## src/gdsp_defines.svh

```systemverilog
// Offsets, field positions, reset values and timing counts of the gate drive block.
// Assumes a 250 MHz core clock; included by bare name.
`ifndef GDSP_DEFINES_SVH
`define GDSP_DEFINES_SVH

// ============================================================
// Register offsets (byte addresses)
`define GDSP_OFF_CTRL      12'h000
`define GDSP_OFF_STATUS    12'h004
`define GDSP_OFF_IRQ_EN    12'h008
`define GDSP_OFF_IRQ_CLR   12'h00C
`define GDSP_OFF_SHORTCNT  12'h010

// ============================================================
// Control fields
`define GDSP_CTRL_OFF_TIME_SETTING_LSB  0
`define GDSP_CTRL_OFF_TIME_SETTING_MSB  3
`define GDSP_CTRL_LOW_SIDE_SLOPE_LSB  4
`define GDSP_CTRL_HIGH_SIDE_SLOPE_LSB  6
`define GDSP_CTRL_DIS_BIT   8
`define GDSP_CTRL_DLY_LSB   9
`define GDSP_CTRL_RESET     32'h0000_0000

// ============================================================
// Status bits
`define GDSP_ST_SHORT_A   0
`define GDSP_ST_SHORT_B   1
`define GDSP_ST_LATCH     2
`define GDSP_ST_EVT_A     3
`define GDSP_ST_EVT_B     4

// ============================================================
// Timing
`define GDSP_CLK_MHZ        250
`define GDSP_DLY_00_NS      3200
`define GDSP_DLY_01_NS      1600
`define GDSP_DLY_10_NS      1200
`define GDSP_DLY_11_NS      800
`define GDSP_NS_TO_CYC(ns)  (((ns) * `GDSP_CLK_MHZ + 999) / 1000)
`define GDSP_SHORT_LIMIT    2'h3

`endif

```

## src/gdsp_pkg.sv

```systemverilog
// Types shared by the gate drive block.
// Assumes the defines header for numeric constants.
package gdsp_pkg;

  // ============================================================
  // Drive strength
  typedef enum logic [1:0] {
    GDSP_I_MIN = 2'h0,
    GDSP_I_MED = 2'h1,
    GDSP_I_MAX = 2'h2
  } gdsp_cur_t;

  // ============================================================
  // Half bridge sequencing, Gray along the path except the steps between OFF and WAIT
  typedef enum logic [1:0] {
    GDSP_HB_OFF  = 2'b00,
    GDSP_HB_HIGH = 2'b01,
    GDSP_HB_WAIT = 2'b11,
    GDSP_HB_LOW  = 2'b10
  } gdsp_hb_t;

  typedef struct packed {
    logic high_on;
    logic low_on;
  } gdsp_gate_t;

  typedef struct packed {
    logic high_discharged;
    logic low_discharged;
    logic coil_high;
  } gdsp_sense_t;

endpackage

```

## src/gdsp_top.sv

```systemverilog
// Gate drive control for two full bridges with short to ground protection.
// Assumes an APB master on CORE_CLK; gate sense inputs synchronous.
//
// The APB slave port and the register addresses were chosen for this implementation.
`timescale 1ns/1ns
`include "gdsp_defines.svh"

// How it works
// RULE1: Low-side slope 00/01 minimum, 10 medium, 11 maximum current.
// RULE2: High-side slope 00 min, 01 min+TC, 10 medium+TC, 11 maximum.
// RULE3: Opposite transistor waits until sensed gate shows counterpart discharged.
// RULE4: Disable input high keeps all bridge transistors off.
// RULE5: Off-time setting zero switches all bridge transistors off.
// RULE6: Short turns bridge off, ends chopper cycle, increments counter.
// RULE7: Counter decrements on each coil polarity change.
// RULE8: Counter at 3 latches bridges off until disable then enable.
// RULE9: Per-coil short flags set on persistence, cleared when disabled.
// RULE10: High-side coil voltage low at delay expiry is overload.
// RULE11: Detect-off bit 1 disables short detection, 0 enables.
// RULE12: Delay codes 00/01/10/11 give 3.2/1.6/1.2/0.8 microseconds.
// RULE13: Software picks a delay just above the switching slope time.
// RULE14: Temperature-compensated settings add one current step on warning.
// RULE15: Counter never below zero, clears when driver disabled.
module gdsp_top (
  input  wire logic                   CORE_CLK,
  input  wire logic                   NRST,
  input  wire logic                   PSEL,
  input  wire logic                   PENABLE,
  input  wire logic                   PWRITE,
  input  wire logic [11:0]            PADDR,
  input  wire logic [31:0]            PWDATA,
  output logic      [31:0]            PRDATA,
  output logic                        PREADY,
  output logic                        PSLVERR,
  input  wire logic                   DRIVE_DISABLE_N_INPUT,
  input  wire logic                   OVERTEMP_WARNING_FLAG,
  input  wire logic                   PHASE_A,
  input  wire logic                   PHASE_B,
  input  wire logic                   DRIVE_A,
  input  wire logic                   DRIVE_B,
  input  wire gdsp_pkg::gdsp_sense_t  SENSE_A1,
  input  wire gdsp_pkg::gdsp_sense_t  SENSE_A2,
  input  wire gdsp_pkg::gdsp_sense_t  SENSE_B1,
  input  wire gdsp_pkg::gdsp_sense_t  SENSE_B2,
  output gdsp_pkg::gdsp_gate_t        GATE_A1,
  output gdsp_pkg::gdsp_gate_t        GATE_A2,
  output gdsp_pkg::gdsp_gate_t        GATE_B1,
  output gdsp_pkg::gdsp_gate_t        GATE_B2,
  output gdsp_pkg::gdsp_cur_t         LOW_SIDE_CURRENT,
  output gdsp_pkg::gdsp_cur_t         HIGH_SIDE_CURRENT,
  output logic                        CHOP_END_A,
  output logic                        CHOP_END_B,
  output logic                        IRQ
);

  // ============================================================
  // Timing constants
  localparam logic [9:0] DLY_00_CYC = 10'(`GDSP_NS_TO_CYC(`GDSP_DLY_00_NS));
  localparam logic [9:0] DLY_01_CYC = 10'(`GDSP_NS_TO_CYC(`GDSP_DLY_01_NS));
  localparam logic [9:0] DLY_10_CYC = 10'(`GDSP_NS_TO_CYC(`GDSP_DLY_10_NS));
  localparam logic [9:0] DLY_11_CYC = 10'(`GDSP_NS_TO_CYC(`GDSP_DLY_11_NS));

  logic [31:0] ctrl_reg;
  logic [4:0]  status_reg;
  logic [4:0]  irq_en_reg;
  logic [4:0]  irq_evt;
  logic [4:0]  irq_clr;
  logic [31:0] rdata_next;
  logic        wr_en;
  logic        rd_en;
  logic        hit;
  logic [3:0]  off_time_setting;
  logic [1:0]  low_side_slope;
  logic [1:0]  high_side_slope;
  logic        short_detect_off;
  logic [1:0]  short_detect_delay;
  logic        enable;
  logic        enable_reg;
  logic [9:0]  dly_cyc;
  logic        evt_a;
  logic        evt_b;
  logic        latch_a;
  logic        latch_b;
  logic [1:0]  cnt_a;
  logic [1:0]  cnt_b;
  logic        short_flag_coil_a;
  logic        short_flag_coil_b;

  // ============================================================
  // Decode helpers
  function automatic logic addr_is(input logic [11:0] a, input logic [11:0] off);
    addr_is = a == off;
  endfunction

  function automatic logic [9:0] delay_of(input logic [1:0] code);
    case (code)
      2'h0:    delay_of = DLY_00_CYC; // RULE12
      2'h1:    delay_of = DLY_01_CYC;
      2'h2:    delay_of = DLY_10_CYC;
      default: delay_of = DLY_11_CYC;
    endcase
  endfunction

  assign off_time_setting   = ctrl_reg[`GDSP_CTRL_OFF_TIME_SETTING_MSB:`GDSP_CTRL_OFF_TIME_SETTING_LSB];
  assign low_side_slope     = ctrl_reg[`GDSP_CTRL_LOW_SIDE_SLOPE_LSB +: 2];
  assign high_side_slope    = ctrl_reg[`GDSP_CTRL_HIGH_SIDE_SLOPE_LSB +: 2];
  assign short_detect_off   = ctrl_reg[`GDSP_CTRL_DIS_BIT];
  assign short_detect_delay = ctrl_reg[`GDSP_CTRL_DLY_LSB +: 2];
  assign dly_cyc            = delay_of(short_detect_delay);

  // Either disable path frees the motor; off time zero acts like the pin
  assign enable = !DRIVE_DISABLE_N_INPUT && off_time_setting != 4'h0; // RULE4 RULE5

  // ============================================================
  // APB slave, zero wait states
  assign PREADY  = 1'b1;
  assign wr_en   = PSEL && PENABLE && PWRITE;
  assign rd_en   = PSEL && !PENABLE && !PWRITE;
  assign hit     = addr_is(PADDR, `GDSP_OFF_CTRL) || addr_is(PADDR, `GDSP_OFF_STATUS)
                || addr_is(PADDR, `GDSP_OFF_IRQ_EN) || addr_is(PADDR, `GDSP_OFF_IRQ_CLR)
                || addr_is(PADDR, `GDSP_OFF_SHORTCNT);
  assign PSLVERR = PSEL && PENABLE && !hit;

  always_ff @(posedge CORE_CLK or negedge NRST) begin
    if (!NRST) begin
      ctrl_reg <= `GDSP_CTRL_RESET;
    end else if (wr_en && addr_is(PADDR, `GDSP_OFF_CTRL)) begin
      ctrl_reg <= {21'h00_0000, PWDATA[10:0]};
    end
  end

  always_ff @(posedge CORE_CLK or negedge NRST) begin
    if (!NRST) begin
      irq_en_reg <= 5'h00;
    end else if (wr_en && addr_is(PADDR, `GDSP_OFF_IRQ_EN)) begin
      irq_en_reg <= PWDATA[4:0];
    end
  end

  always_comb begin
    rdata_next = 32'h0000_0000;
    if (addr_is(PADDR, `GDSP_OFF_CTRL)) begin
      rdata_next = ctrl_reg;
    end else if (addr_is(PADDR, `GDSP_OFF_STATUS)) begin
      rdata_next = {27'h000_0000, status_reg};
    end else if (addr_is(PADDR, `GDSP_OFF_IRQ_EN)) begin
      rdata_next = {27'h000_0000, irq_en_reg};
    end else if (addr_is(PADDR, `GDSP_OFF_SHORTCNT)) begin
      rdata_next = {28'h000_0000, cnt_b, cnt_a};
    end
  end

  // Read data registered in setup, stable through access phase
  always_ff @(posedge CORE_CLK or negedge NRST) begin
    if (!NRST) begin
      PRDATA <= 32'h0000_0000;
    end else if (rd_en) begin
      PRDATA <= rdata_next;
    end
  end

  // ============================================================
  // Slope selection
  always_comb begin
    case (low_side_slope)
      2'h2:    LOW_SIDE_CURRENT = gdsp_pkg::GDSP_I_MED; // RULE1
      2'h3:    LOW_SIDE_CURRENT = gdsp_pkg::GDSP_I_MAX;
      default: LOW_SIDE_CURRENT = gdsp_pkg::GDSP_I_MIN;
    endcase
  end

  // Compensated modes step up one level at the warning threshold
  always_comb begin
    case (high_side_slope)
      2'h1: HIGH_SIDE_CURRENT = OVERTEMP_WARNING_FLAG ? gdsp_pkg::GDSP_I_MED
                                                      : gdsp_pkg::GDSP_I_MIN; // RULE2 RULE14
      2'h2: HIGH_SIDE_CURRENT = OVERTEMP_WARNING_FLAG ? gdsp_pkg::GDSP_I_MAX
                                                      : gdsp_pkg::GDSP_I_MED; // RULE2 RULE14
      2'h3:    HIGH_SIDE_CURRENT = gdsp_pkg::GDSP_I_MAX;
      default: HIGH_SIDE_CURRENT = gdsp_pkg::GDSP_I_MIN;
    endcase
  end

  // ============================================================
  // Coils
  gdsp_coil u_coil_a (
    .clk       (CORE_CLK),
    .nrst      (NRST),
    .enable    (enable),
    .det_on    (!short_detect_off),
    .dly_cyc   (dly_cyc),
    .phase     (PHASE_A),
    .drive     (DRIVE_A),
    .sense_p   (SENSE_A1),
    .sense_n   (SENSE_A2),
    .gate_p    (GATE_A1),
    .gate_n    (GATE_A2),
    .short_evt (evt_a),
    .chop_end  (CHOP_END_A),
    .latched   (latch_a),
    .count     (cnt_a)
  );

  gdsp_coil u_coil_b (
    .clk       (CORE_CLK),
    .nrst      (NRST),
    .enable    (enable),
    .det_on    (!short_detect_off),
    .dly_cyc   (dly_cyc),
    .phase     (PHASE_B),
    .drive     (DRIVE_B),
    .sense_p   (SENSE_B1),
    .sense_n   (SENSE_B2),
    .gate_p    (GATE_B1),
    .gate_n    (GATE_B2),
    .short_evt (evt_b),
    .chop_end  (CHOP_END_B),
    .latched   (latch_b),
    .count     (cnt_b)
  );

  // Persistent short: counter above one means repeats across cycles
  assign short_flag_coil_a = cnt_a >= 2'h2;
  assign short_flag_coil_b = cnt_b >= 2'h2;

  // ============================================================
  // Status and interrupt; set wins over clear
  assign irq_evt = {evt_b, evt_a, latch_a || latch_b, short_flag_coil_b, short_flag_coil_a};
  assign irq_clr = (wr_en && addr_is(PADDR, `GDSP_OFF_IRQ_CLR)) ? PWDATA[4:0] : 5'h00;

  always_ff @(posedge CORE_CLK or negedge NRST) begin
    if (!NRST) begin
      enable_reg <= 1'b0;
    end else begin
      enable_reg <= enable;
    end
  end

  genvar i;
  generate
    for (i = 0; i < 5; i++) begin : g_st
      always_ff @(posedge CORE_CLK or negedge NRST) begin
        if (!NRST) begin
          status_reg[i] <= 1'b0;
        end else if (irq_evt[i]) begin
          status_reg[i] <= 1'b1; // RULE9
        end else if (!enable || irq_clr[i]) begin
          status_reg[i] <= 1'b0; // RULE9
        end
      end
    end
  endgenerate

  assign IRQ = |(status_reg & irq_en_reg);

  a_flag_clear: assert property (@(posedge CORE_CLK) disable iff (!NRST)
    !enable && !enable_reg ##1 !enable |-> status_reg[1:0] == 2'b00) // RULE9
    else $error("short flags not cleared while disabled");
  a_gates_off: assert property (@(posedge CORE_CLK) disable iff (!NRST)
    $past(!enable) |-> {GATE_A1, GATE_A2, GATE_B1, GATE_B2} == 8'h00) // RULE4
    else $error("gate on while disabled");
  a_off_time_setting_zero: assert property (@(posedge CORE_CLK) disable iff (!NRST)
    off_time_setting == 4'h0 ##1 off_time_setting == 4'h0
      |-> {GATE_A1, GATE_A2, GATE_B1, GATE_B2} == 8'h00) // RULE5
    else $error("gate on with zero off time");
  a_detect_off: assert property (@(posedge CORE_CLK) disable iff (!NRST)
    short_detect_off |-> !evt_a && !evt_b) // RULE11
    else $error("detection while disabled");
  a_delay_code: assert property (@(posedge CORE_CLK) disable iff (!NRST)
    short_detect_delay == 2'h3 |-> dly_cyc == 10'd200) // RULE12
    else $error("delay code mismatch");
  a_slope_low: assert property (@(posedge CORE_CLK) disable iff (!NRST)
    low_side_slope == 2'h1 |-> LOW_SIDE_CURRENT == gdsp_pkg::GDSP_I_MIN) // RULE1
    else $error("low side slope mismatch");
  a_slope_tc: assert property (@(posedge CORE_CLK) disable iff (!NRST)
    high_side_slope == 2'h2 && OVERTEMP_WARNING_FLAG
      |-> HIGH_SIDE_CURRENT == gdsp_pkg::GDSP_I_MAX) // RULE14
    else $error("compensation step missing");
  a_slope_high: assert property (@(posedge CORE_CLK) disable iff (!NRST)
    high_side_slope == 2'h0 |-> HIGH_SIDE_CURRENT == gdsp_pkg::GDSP_I_MIN) // RULE2
    else $error("high side slope mismatch");
  a_cnt_floor: assert property (@(posedge CORE_CLK) disable iff (!NRST)
    !enable |=> cnt_a == 2'h0 && cnt_b == 2'h0) // RULE15
    else $error("counter not cleared");

endmodule

```

## src/gdsp_coil.sv

```systemverilog
// One coil: two half bridges, short detection and short counter.
// Assumes gate sense and coil level inputs synchronous to the core clock.
`timescale 1ns/1ns
`include "gdsp_defines.svh"

module gdsp_coil (
  input  wire logic                   clk,
  input  wire logic                   nrst,
  input  wire logic                   enable,
  input  wire logic                   det_on,
  input  wire logic [9:0]             dly_cyc,
  input  wire logic                   phase,
  input  wire logic                   drive,
  input  wire gdsp_pkg::gdsp_sense_t  sense_p,
  input  wire gdsp_pkg::gdsp_sense_t  sense_n,
  output gdsp_pkg::gdsp_gate_t        gate_p,
  output gdsp_pkg::gdsp_gate_t        gate_n,
  output logic                        short_evt,
  output logic                        chop_end,
  output logic                        latched,
  output logic [1:0]                  count
);

  gdsp_pkg::gdsp_hb_t   st_reg [2];
  gdsp_pkg::gdsp_sense_t sn [2];
  gdsp_pkg::gdsp_gate_t  gt [2];
  logic [9:0]           tmr_reg;
  logic                 phase_reg;
  logic [1:0]           cnt_reg;
  logic                 trip_reg;
  logic                 hs_on;
  logic                 hs_ok;
  logic                 off_all;

  assign sn[0]   = sense_p;
  assign sn[1]   = sense_n;
  assign off_all = !enable || trip_reg || cnt_reg == `GDSP_SHORT_LIMIT;

  // ============================================================
  // Break-before-make per half bridge
  genvar g;
  generate
    for (g = 0; g < 2; g++) begin : g_hb
      logic want_high;
      assign want_high = drive && ((g == 0) ? phase : !phase);
      always_ff @(posedge clk or negedge nrst) begin
        if (!nrst) begin
          st_reg[g] <= gdsp_pkg::GDSP_HB_OFF;
        end else if (off_all) begin
          st_reg[g] <= gdsp_pkg::GDSP_HB_OFF; // RULE4 RULE5 RULE6 RULE8
        end else begin
          case (st_reg[g])
            gdsp_pkg::GDSP_HB_OFF:
              st_reg[g] <= gdsp_pkg::GDSP_HB_WAIT;
            gdsp_pkg::GDSP_HB_WAIT: begin
              if (want_high && sn[g].low_discharged) begin
                st_reg[g] <= gdsp_pkg::GDSP_HB_HIGH; // RULE3
              end else if (!want_high && sn[g].high_discharged) begin
                st_reg[g] <= gdsp_pkg::GDSP_HB_LOW; // RULE3
              end
            end
            gdsp_pkg::GDSP_HB_HIGH:
              if (!want_high) st_reg[g] <= gdsp_pkg::GDSP_HB_WAIT;
            gdsp_pkg::GDSP_HB_LOW:
              if (want_high) st_reg[g] <= gdsp_pkg::GDSP_HB_WAIT;
            default:
              st_reg[g] <= gdsp_pkg::GDSP_HB_OFF;
          endcase
        end
      end
      assign gt[g].high_on = st_reg[g] == gdsp_pkg::GDSP_HB_HIGH;
      assign gt[g].low_on  = st_reg[g] == gdsp_pkg::GDSP_HB_LOW;
    end
  endgenerate

  assign gate_p = gt[0];
  assign gate_n = gt[1];

  // ============================================================
  // Short detection timer over the high-side on phase
  assign hs_on = gt[0].high_on || gt[1].high_on;
  assign hs_ok = gt[0].high_on ? sense_p.coil_high : sense_n.coil_high;

  always_ff @(posedge clk or negedge nrst) begin
    if (!nrst) begin
      tmr_reg <= 10'h000;
    end else if (!hs_on) begin
      tmr_reg <= 10'h000;
    end else if (tmr_reg != 10'h3FF) begin
      tmr_reg <= tmr_reg + 10'h001;
    end
  end

  // Level still low when delay expires means overload
  assign short_evt = det_on && hs_on && !hs_ok && (tmr_reg == dly_cyc); // RULE10 RULE11
  assign chop_end  = short_evt; // RULE6

  // Bridge stays off for the rest of this chopper cycle; repeats can reach the latch
  always_ff @(posedge clk or negedge nrst) begin
    if (!nrst) begin
      trip_reg <= 1'b0;
    end else if (!enable || !drive || phase != phase_reg) begin
      trip_reg <= 1'b0;
    end else if (short_evt) begin
      trip_reg <= 1'b1; // RULE6
    end
  end

  // ============================================================
  // Short counter
  always_ff @(posedge clk or negedge nrst) begin
    if (!nrst) begin
      phase_reg <= 1'b0;
      cnt_reg   <= 2'h0;
    end else begin
      phase_reg <= phase;
      if (!enable) begin
        cnt_reg <= 2'h0; // RULE15
      end else if (cnt_reg == `GDSP_SHORT_LIMIT) begin
        cnt_reg <= cnt_reg; // RULE8
      end else if (short_evt) begin
        cnt_reg <= cnt_reg + 2'h1; // RULE6
      end else if (phase != phase_reg && cnt_reg != 2'h0) begin
        cnt_reg <= cnt_reg - 2'h1; // RULE7 RULE15
      end
    end
  end

  assign latched = cnt_reg == `GDSP_SHORT_LIMIT;
  assign count   = cnt_reg;

  a_counter_step: assert property (@(posedge clk) disable iff (!nrst)
    enable && short_evt && cnt_reg != 2'h3 |=> cnt_reg == $past(cnt_reg) + 2'h1) // RULE6
    else $error("short counter did not step");
  a_latch_hold: assert property (@(posedge clk) disable iff (!nrst)
    latched && enable |=> latched && !gt[0].high_on && !gt[1].high_on) // RULE8
    else $error("latched bridge drove");
  a_no_cross: assert property (@(posedge clk) disable iff (!nrst)
    !(gt[0].high_on && gt[0].low_on) && !(gt[1].high_on && gt[1].low_on)) // RULE3
    else $error("cross conduction");

endmodule

```

## config.mk

```make
export PLATFORM = sky130hd
export DESIGN_NAME = gdsp_top
export DESIGN_NICKNAME = d
export VERILOG_FILES = /design/src/gdsp_pkg.sv /design/src/gdsp_top.sv /design/src/gdsp_coil.sv
export VERILOG_INCLUDE_DIRS = /design/src
export SDC_FILE = /design/constraint.sdc
export NUM_CORES = 1
export LEC_CHECK = 0
export BUFFER_PORTS_ARGS = -buffer_cell sky130_fd_sc_hd__buf_2
export CORE_MARGIN = 1
export CORE_UTILIZATION = 40
export DETAILED_ROUTE_END_ITERATION = 16
export SYNTH_ARGS = -nofsm -noshare
export SYNTH_HDL_FRONTEND = slang
export SYNTH_SLANG_ARGS = --single-unit
```

## constraint.sdc

```tcl
create_clock -name CORE_CLK -period 2.65 [get_ports CORE_CLK]
set_input_delay 0.53 -clock CORE_CLK [delete_from_list [all_inputs] [get_ports CORE_CLK]]
set_output_delay 0.53 -clock CORE_CLK [all_outputs]
set_load 0.05 [all_outputs]
```

==> flow_summary.json <==
{
  "status": "complete, no violations",
  "max-clock-path-buffers": 2,
  "synth_fa_ha_area_frac": 0.0131,
  "grt_antenna_before_repair": 0,
  "mostFrequentLayoutCells": "buf_2 (70), dfrtp_1 (67), nand2_1 (36)",
  "num_rows": 35,
  "clock_sinks": 68,
  "synth_edf_count": 0,
  "vias": 3105,
  "cp_cell_sequence": "or3_1, a31oi_1, a21oi_1, a2111oi_4, buf_6",
  "dieArea_um2": 9930,
  "setup_tns_ns": 0,
  "cts-buffers-inserted": 9,
  "synth_xor_area_frac": 0.0322,
  "fmax_mhz": 394,
  "finalClockSkew_ns": 0.00483,
  "tightest_slew_ns": 0.625,
  "cp-end-kind": "output port",
  "initial_utilization": 0.413,
  "synth_top_flop_cell": "dfrtp_1",
  "syn_area_per_cell_um2": 10.0,
  "cpPeakStageDelay_ns": 0.46,
  "drtIter0Drc": 123,
  "ys_types": 65,
  "core_region_area_um2": 9240,
  "synth-async-reset-ratio": 1.00,
  "hold_path.class": "input port to async pin",
  "cap_violations": 0,
  "worst_setup_path_start_kind": "flop",
  "synth_top_family_by_area": "simple AND/OR/NAND/NOR gates",
  "syn_inst": 381,
  "regArea_um2": 1700,
  "p_per_area_nw_per_um2": 456,
  "dp_cells": 584,
  "finalCritPeriodShare": 0.957,
  "finalSetupViolCount": 0,
  "top_level_ports": 116,
  "syn_area_um2": 3810,
  "final_common_cell": "buf_2",
  "grt_pass1_vias": 2907,
  "viasPerCell": 5.17,
  "cts-root-buf": "clkbuf_8",
  "first_pass_iters": 4,
  "fin_crit_ns": 2.54,
  "multi_input_area_um2": 1930,
  "critPathRequiredTime_ns": 2.12,
  "post-route-drc-count": 0,
  "ys_warn_count": 0,
  "diodes": 0,
  "ys_ff_latch": 68,
  "cp_max_fo": 7,
  "leakagePower_nw": 2.10,
  "layout-drive-gt1-share": 0.307,
  "portBuffers": 72,
  "final_cells": 601,
  "synth-simple-area-share": 0.206,
  "die_w_um": 99.6,
  "rsz0062_at_grt": "false",
  "layout-area-overhead-vs-synth_pct": 18.9,
  "wirelength_um": 8460,
  "synth_compound_area_frac": 0.157,
  "track_usage": 0.180,
  "clkLatencyLatePin_ns": 0.34,
  "crit_arrival_ns": 2.01,
  "clkTransAtPathRegs_ns": 0.07,
  "crit_type": "flop to output port",
  "dp_hpwl_um": 6410,
  "fill_cells": 906,
  "grt_pass1_wl_um": 14200,
  "cts_tree": "done",
  "gr-total-overflow": 0,
  "final_nets": 539,
  "drv_slew": 0,
  "peakVddDrop_mv": 0.240,
  "hold_viol": 0,
  "seq_area_frac_synth": 0.446,
  "antenna_left": 0,
  "wire_per_inst_um": 14.1,
  "relSlewSlack": 0.580,
  "synthMuxAreaShare": 0.0699,
  "gp_congestion": 0.875,
  "h-tree-depth": 3,
  "die_h_um": 99.6,
  "grt_max_degree": 26,
  "cp_slowest_cell": "dfrtp_2"
}
## cells by family (layout without fill, tap and decap cells)
logic type / Yosys count / count (layout)
buf+inv: 48 / 119
other cells: 2 / 22
fa+ha+maj: 4 / 4
xor+xnor: 14 / 14
compound gates: 79 / 79
flops: 68 / 68
mux: 24 / 24
simple gates: 142 / 142
## layout make-up
class / instances / share of cell area
clock buffer: 10 / 0.0304
clock inverter: 5 / 0.0116
inverter: 15 / 0.0124
multi-input combinational: 285 / 0.425
sequential: 68 / 0.376
tap: 129 / 0.0356
timing repair buffer: 89 / 0.110
## Yosys cell counts (2+ instances only)
| cell type | instances | area [µm²] |
|---|---|---|
| a41oi_1 | 3 | 26.3 |
| inv_1 | 15 | 56.3 |
| a31oi_1 | 8 | 50.1 |
| nor4_1 | 2 | 12.5 |
| nand4b_1 | 2 | 17.5 |
| xor2_1 | 4 | 35.0 |
| mux2_2 | 21 | 236 |
| a22oi_1 | 5 | 37.5 |
| nor2_1 | 27 | 101 |
| a2bb2oi_1 | 4 | 35.0 |
| nor3b_1 | 3 | 22.5 |
| nand4_1 | 4 | 25.0 |
| a21oi_1 | 15 | 75.1 |
| nor4_2 | 3 | 37.5 |
| nor2b_1 | 14 | 87.6 |
| conb_1 | 2 | 7.51 |
| xnor2_1 | 10 | 87.6 |
| o21ai_0 | 12 | 60.1 |
| and3_1 | 2 | 12.5 |
| buf_4 | 22 | 165 |
| o221a_2 | 2 | 22.5 |
| nor3_1 | 13 | 65.1 |
| nand3b_1 | 2 | 15.0 |
| nand2_1 | 36 | 135 |
| buf_2 | 6 | 30.0 |
| a22o_1 | 6 | 52.6 |
| nand2b_1 | 8 | 50.1 |
| and4_1 | 4 | 35.0 |
| clkbuf_1 | 4 | 15.0 |
| or3_1 | 4 | 25.0 |
| nand4bb_1 | 2 | 22.5 |
| mux2i_1 | 3 | 30.0 |
| a221o_1 | 2 | 20.0 |
| a211oi_1 | 2 | 15.0 |
| dfrtp_1 | 68 | 1700 |
| o2111a_1 | 2 | 22.5 |
| nand3_1 | 6 | 30.0 |
| a31o_2 | 3 | 26.3 |
| ha_1 | 4 | 50.1 |
## critical path, delay by kind of cell, from the launching register on
family / cells / cell delay (ns)
compound gates: 3 / 0.66
flops: 1 / 0.46
simple gates: 1 / 0.32
buf+inv: 1 / 0.21
## through the flow
step / worst slack, ns / hold WS, ns / util / cell area [µm²] / power [mW]
finish: 0.114 / 0.156 / 0.491 / 4530 / 2.07
global route: 0.0214 / 0.174 / 0.491 / 4530 / 2.15
CTS: 0.00130 / 0.159 / 0.487 / 4500 / 2.10
detailed placement: 0.354 / 0.466 / 0.467 / 4310 / 1.25
global placement: 0.369 / 0.457 / 0.467 / 4310 / 1.25
floorplan: 0.0607 / 0.234 / - / 3900 / 1.20
## timing repair
action,CTS,global route
endpoints found under the setup margin,1,2
gates resized for setup,1,5
setup buffers,0,2
pin swaps,0,1
cloned,0,0
hold buffers,0,0
## final timing paths
check	startpoint	to	slack [ns]	cells after the start
worst max-delay path	ctrl_reg[10]	CHOP_END_A	0.11	5
worst min-delay path	NRST	PRDATA[1]	0.16	1
worst max register to register	ctrl_reg[10]	status_reg[4]	0.70	8
worst min register to register	PRDATA[0]	PRDATA[0]	0.47	2
max in group asynchronous	NRST	ctrl_reg[10]	1.77	2
min in group CORE_CLK	PHASE_A	u_coil_a.phase_reg	0.35	1
## report_power, final
| group | total (mW) | leakage (nW) | switching, mW | internal (mW) |
|---|---|---|---|---|
| combinational | 0.186 | 1.06 | 0.142 | 0.0442 |
| sequential | 1.04 | 0.942 | 0.00301 | 1.04 |
| clock | 0.836 | 0.0979 | 0.386 | 0.450 |
| total | 2.07 | 2.10 | 0.531 | 1.54 |
## metal layers
layer  vias to the layer above  track usage  part of all wire
met4                         0       0.0475            0.0054
met1                      1498        0.253              0.49
met5                         -            0                 0
li1                       1516            -                 -
met2                        86        0.283              0.46
met3                         5       0.0394             0.048
Note: power is estimated with default switching activity, not from simulation.
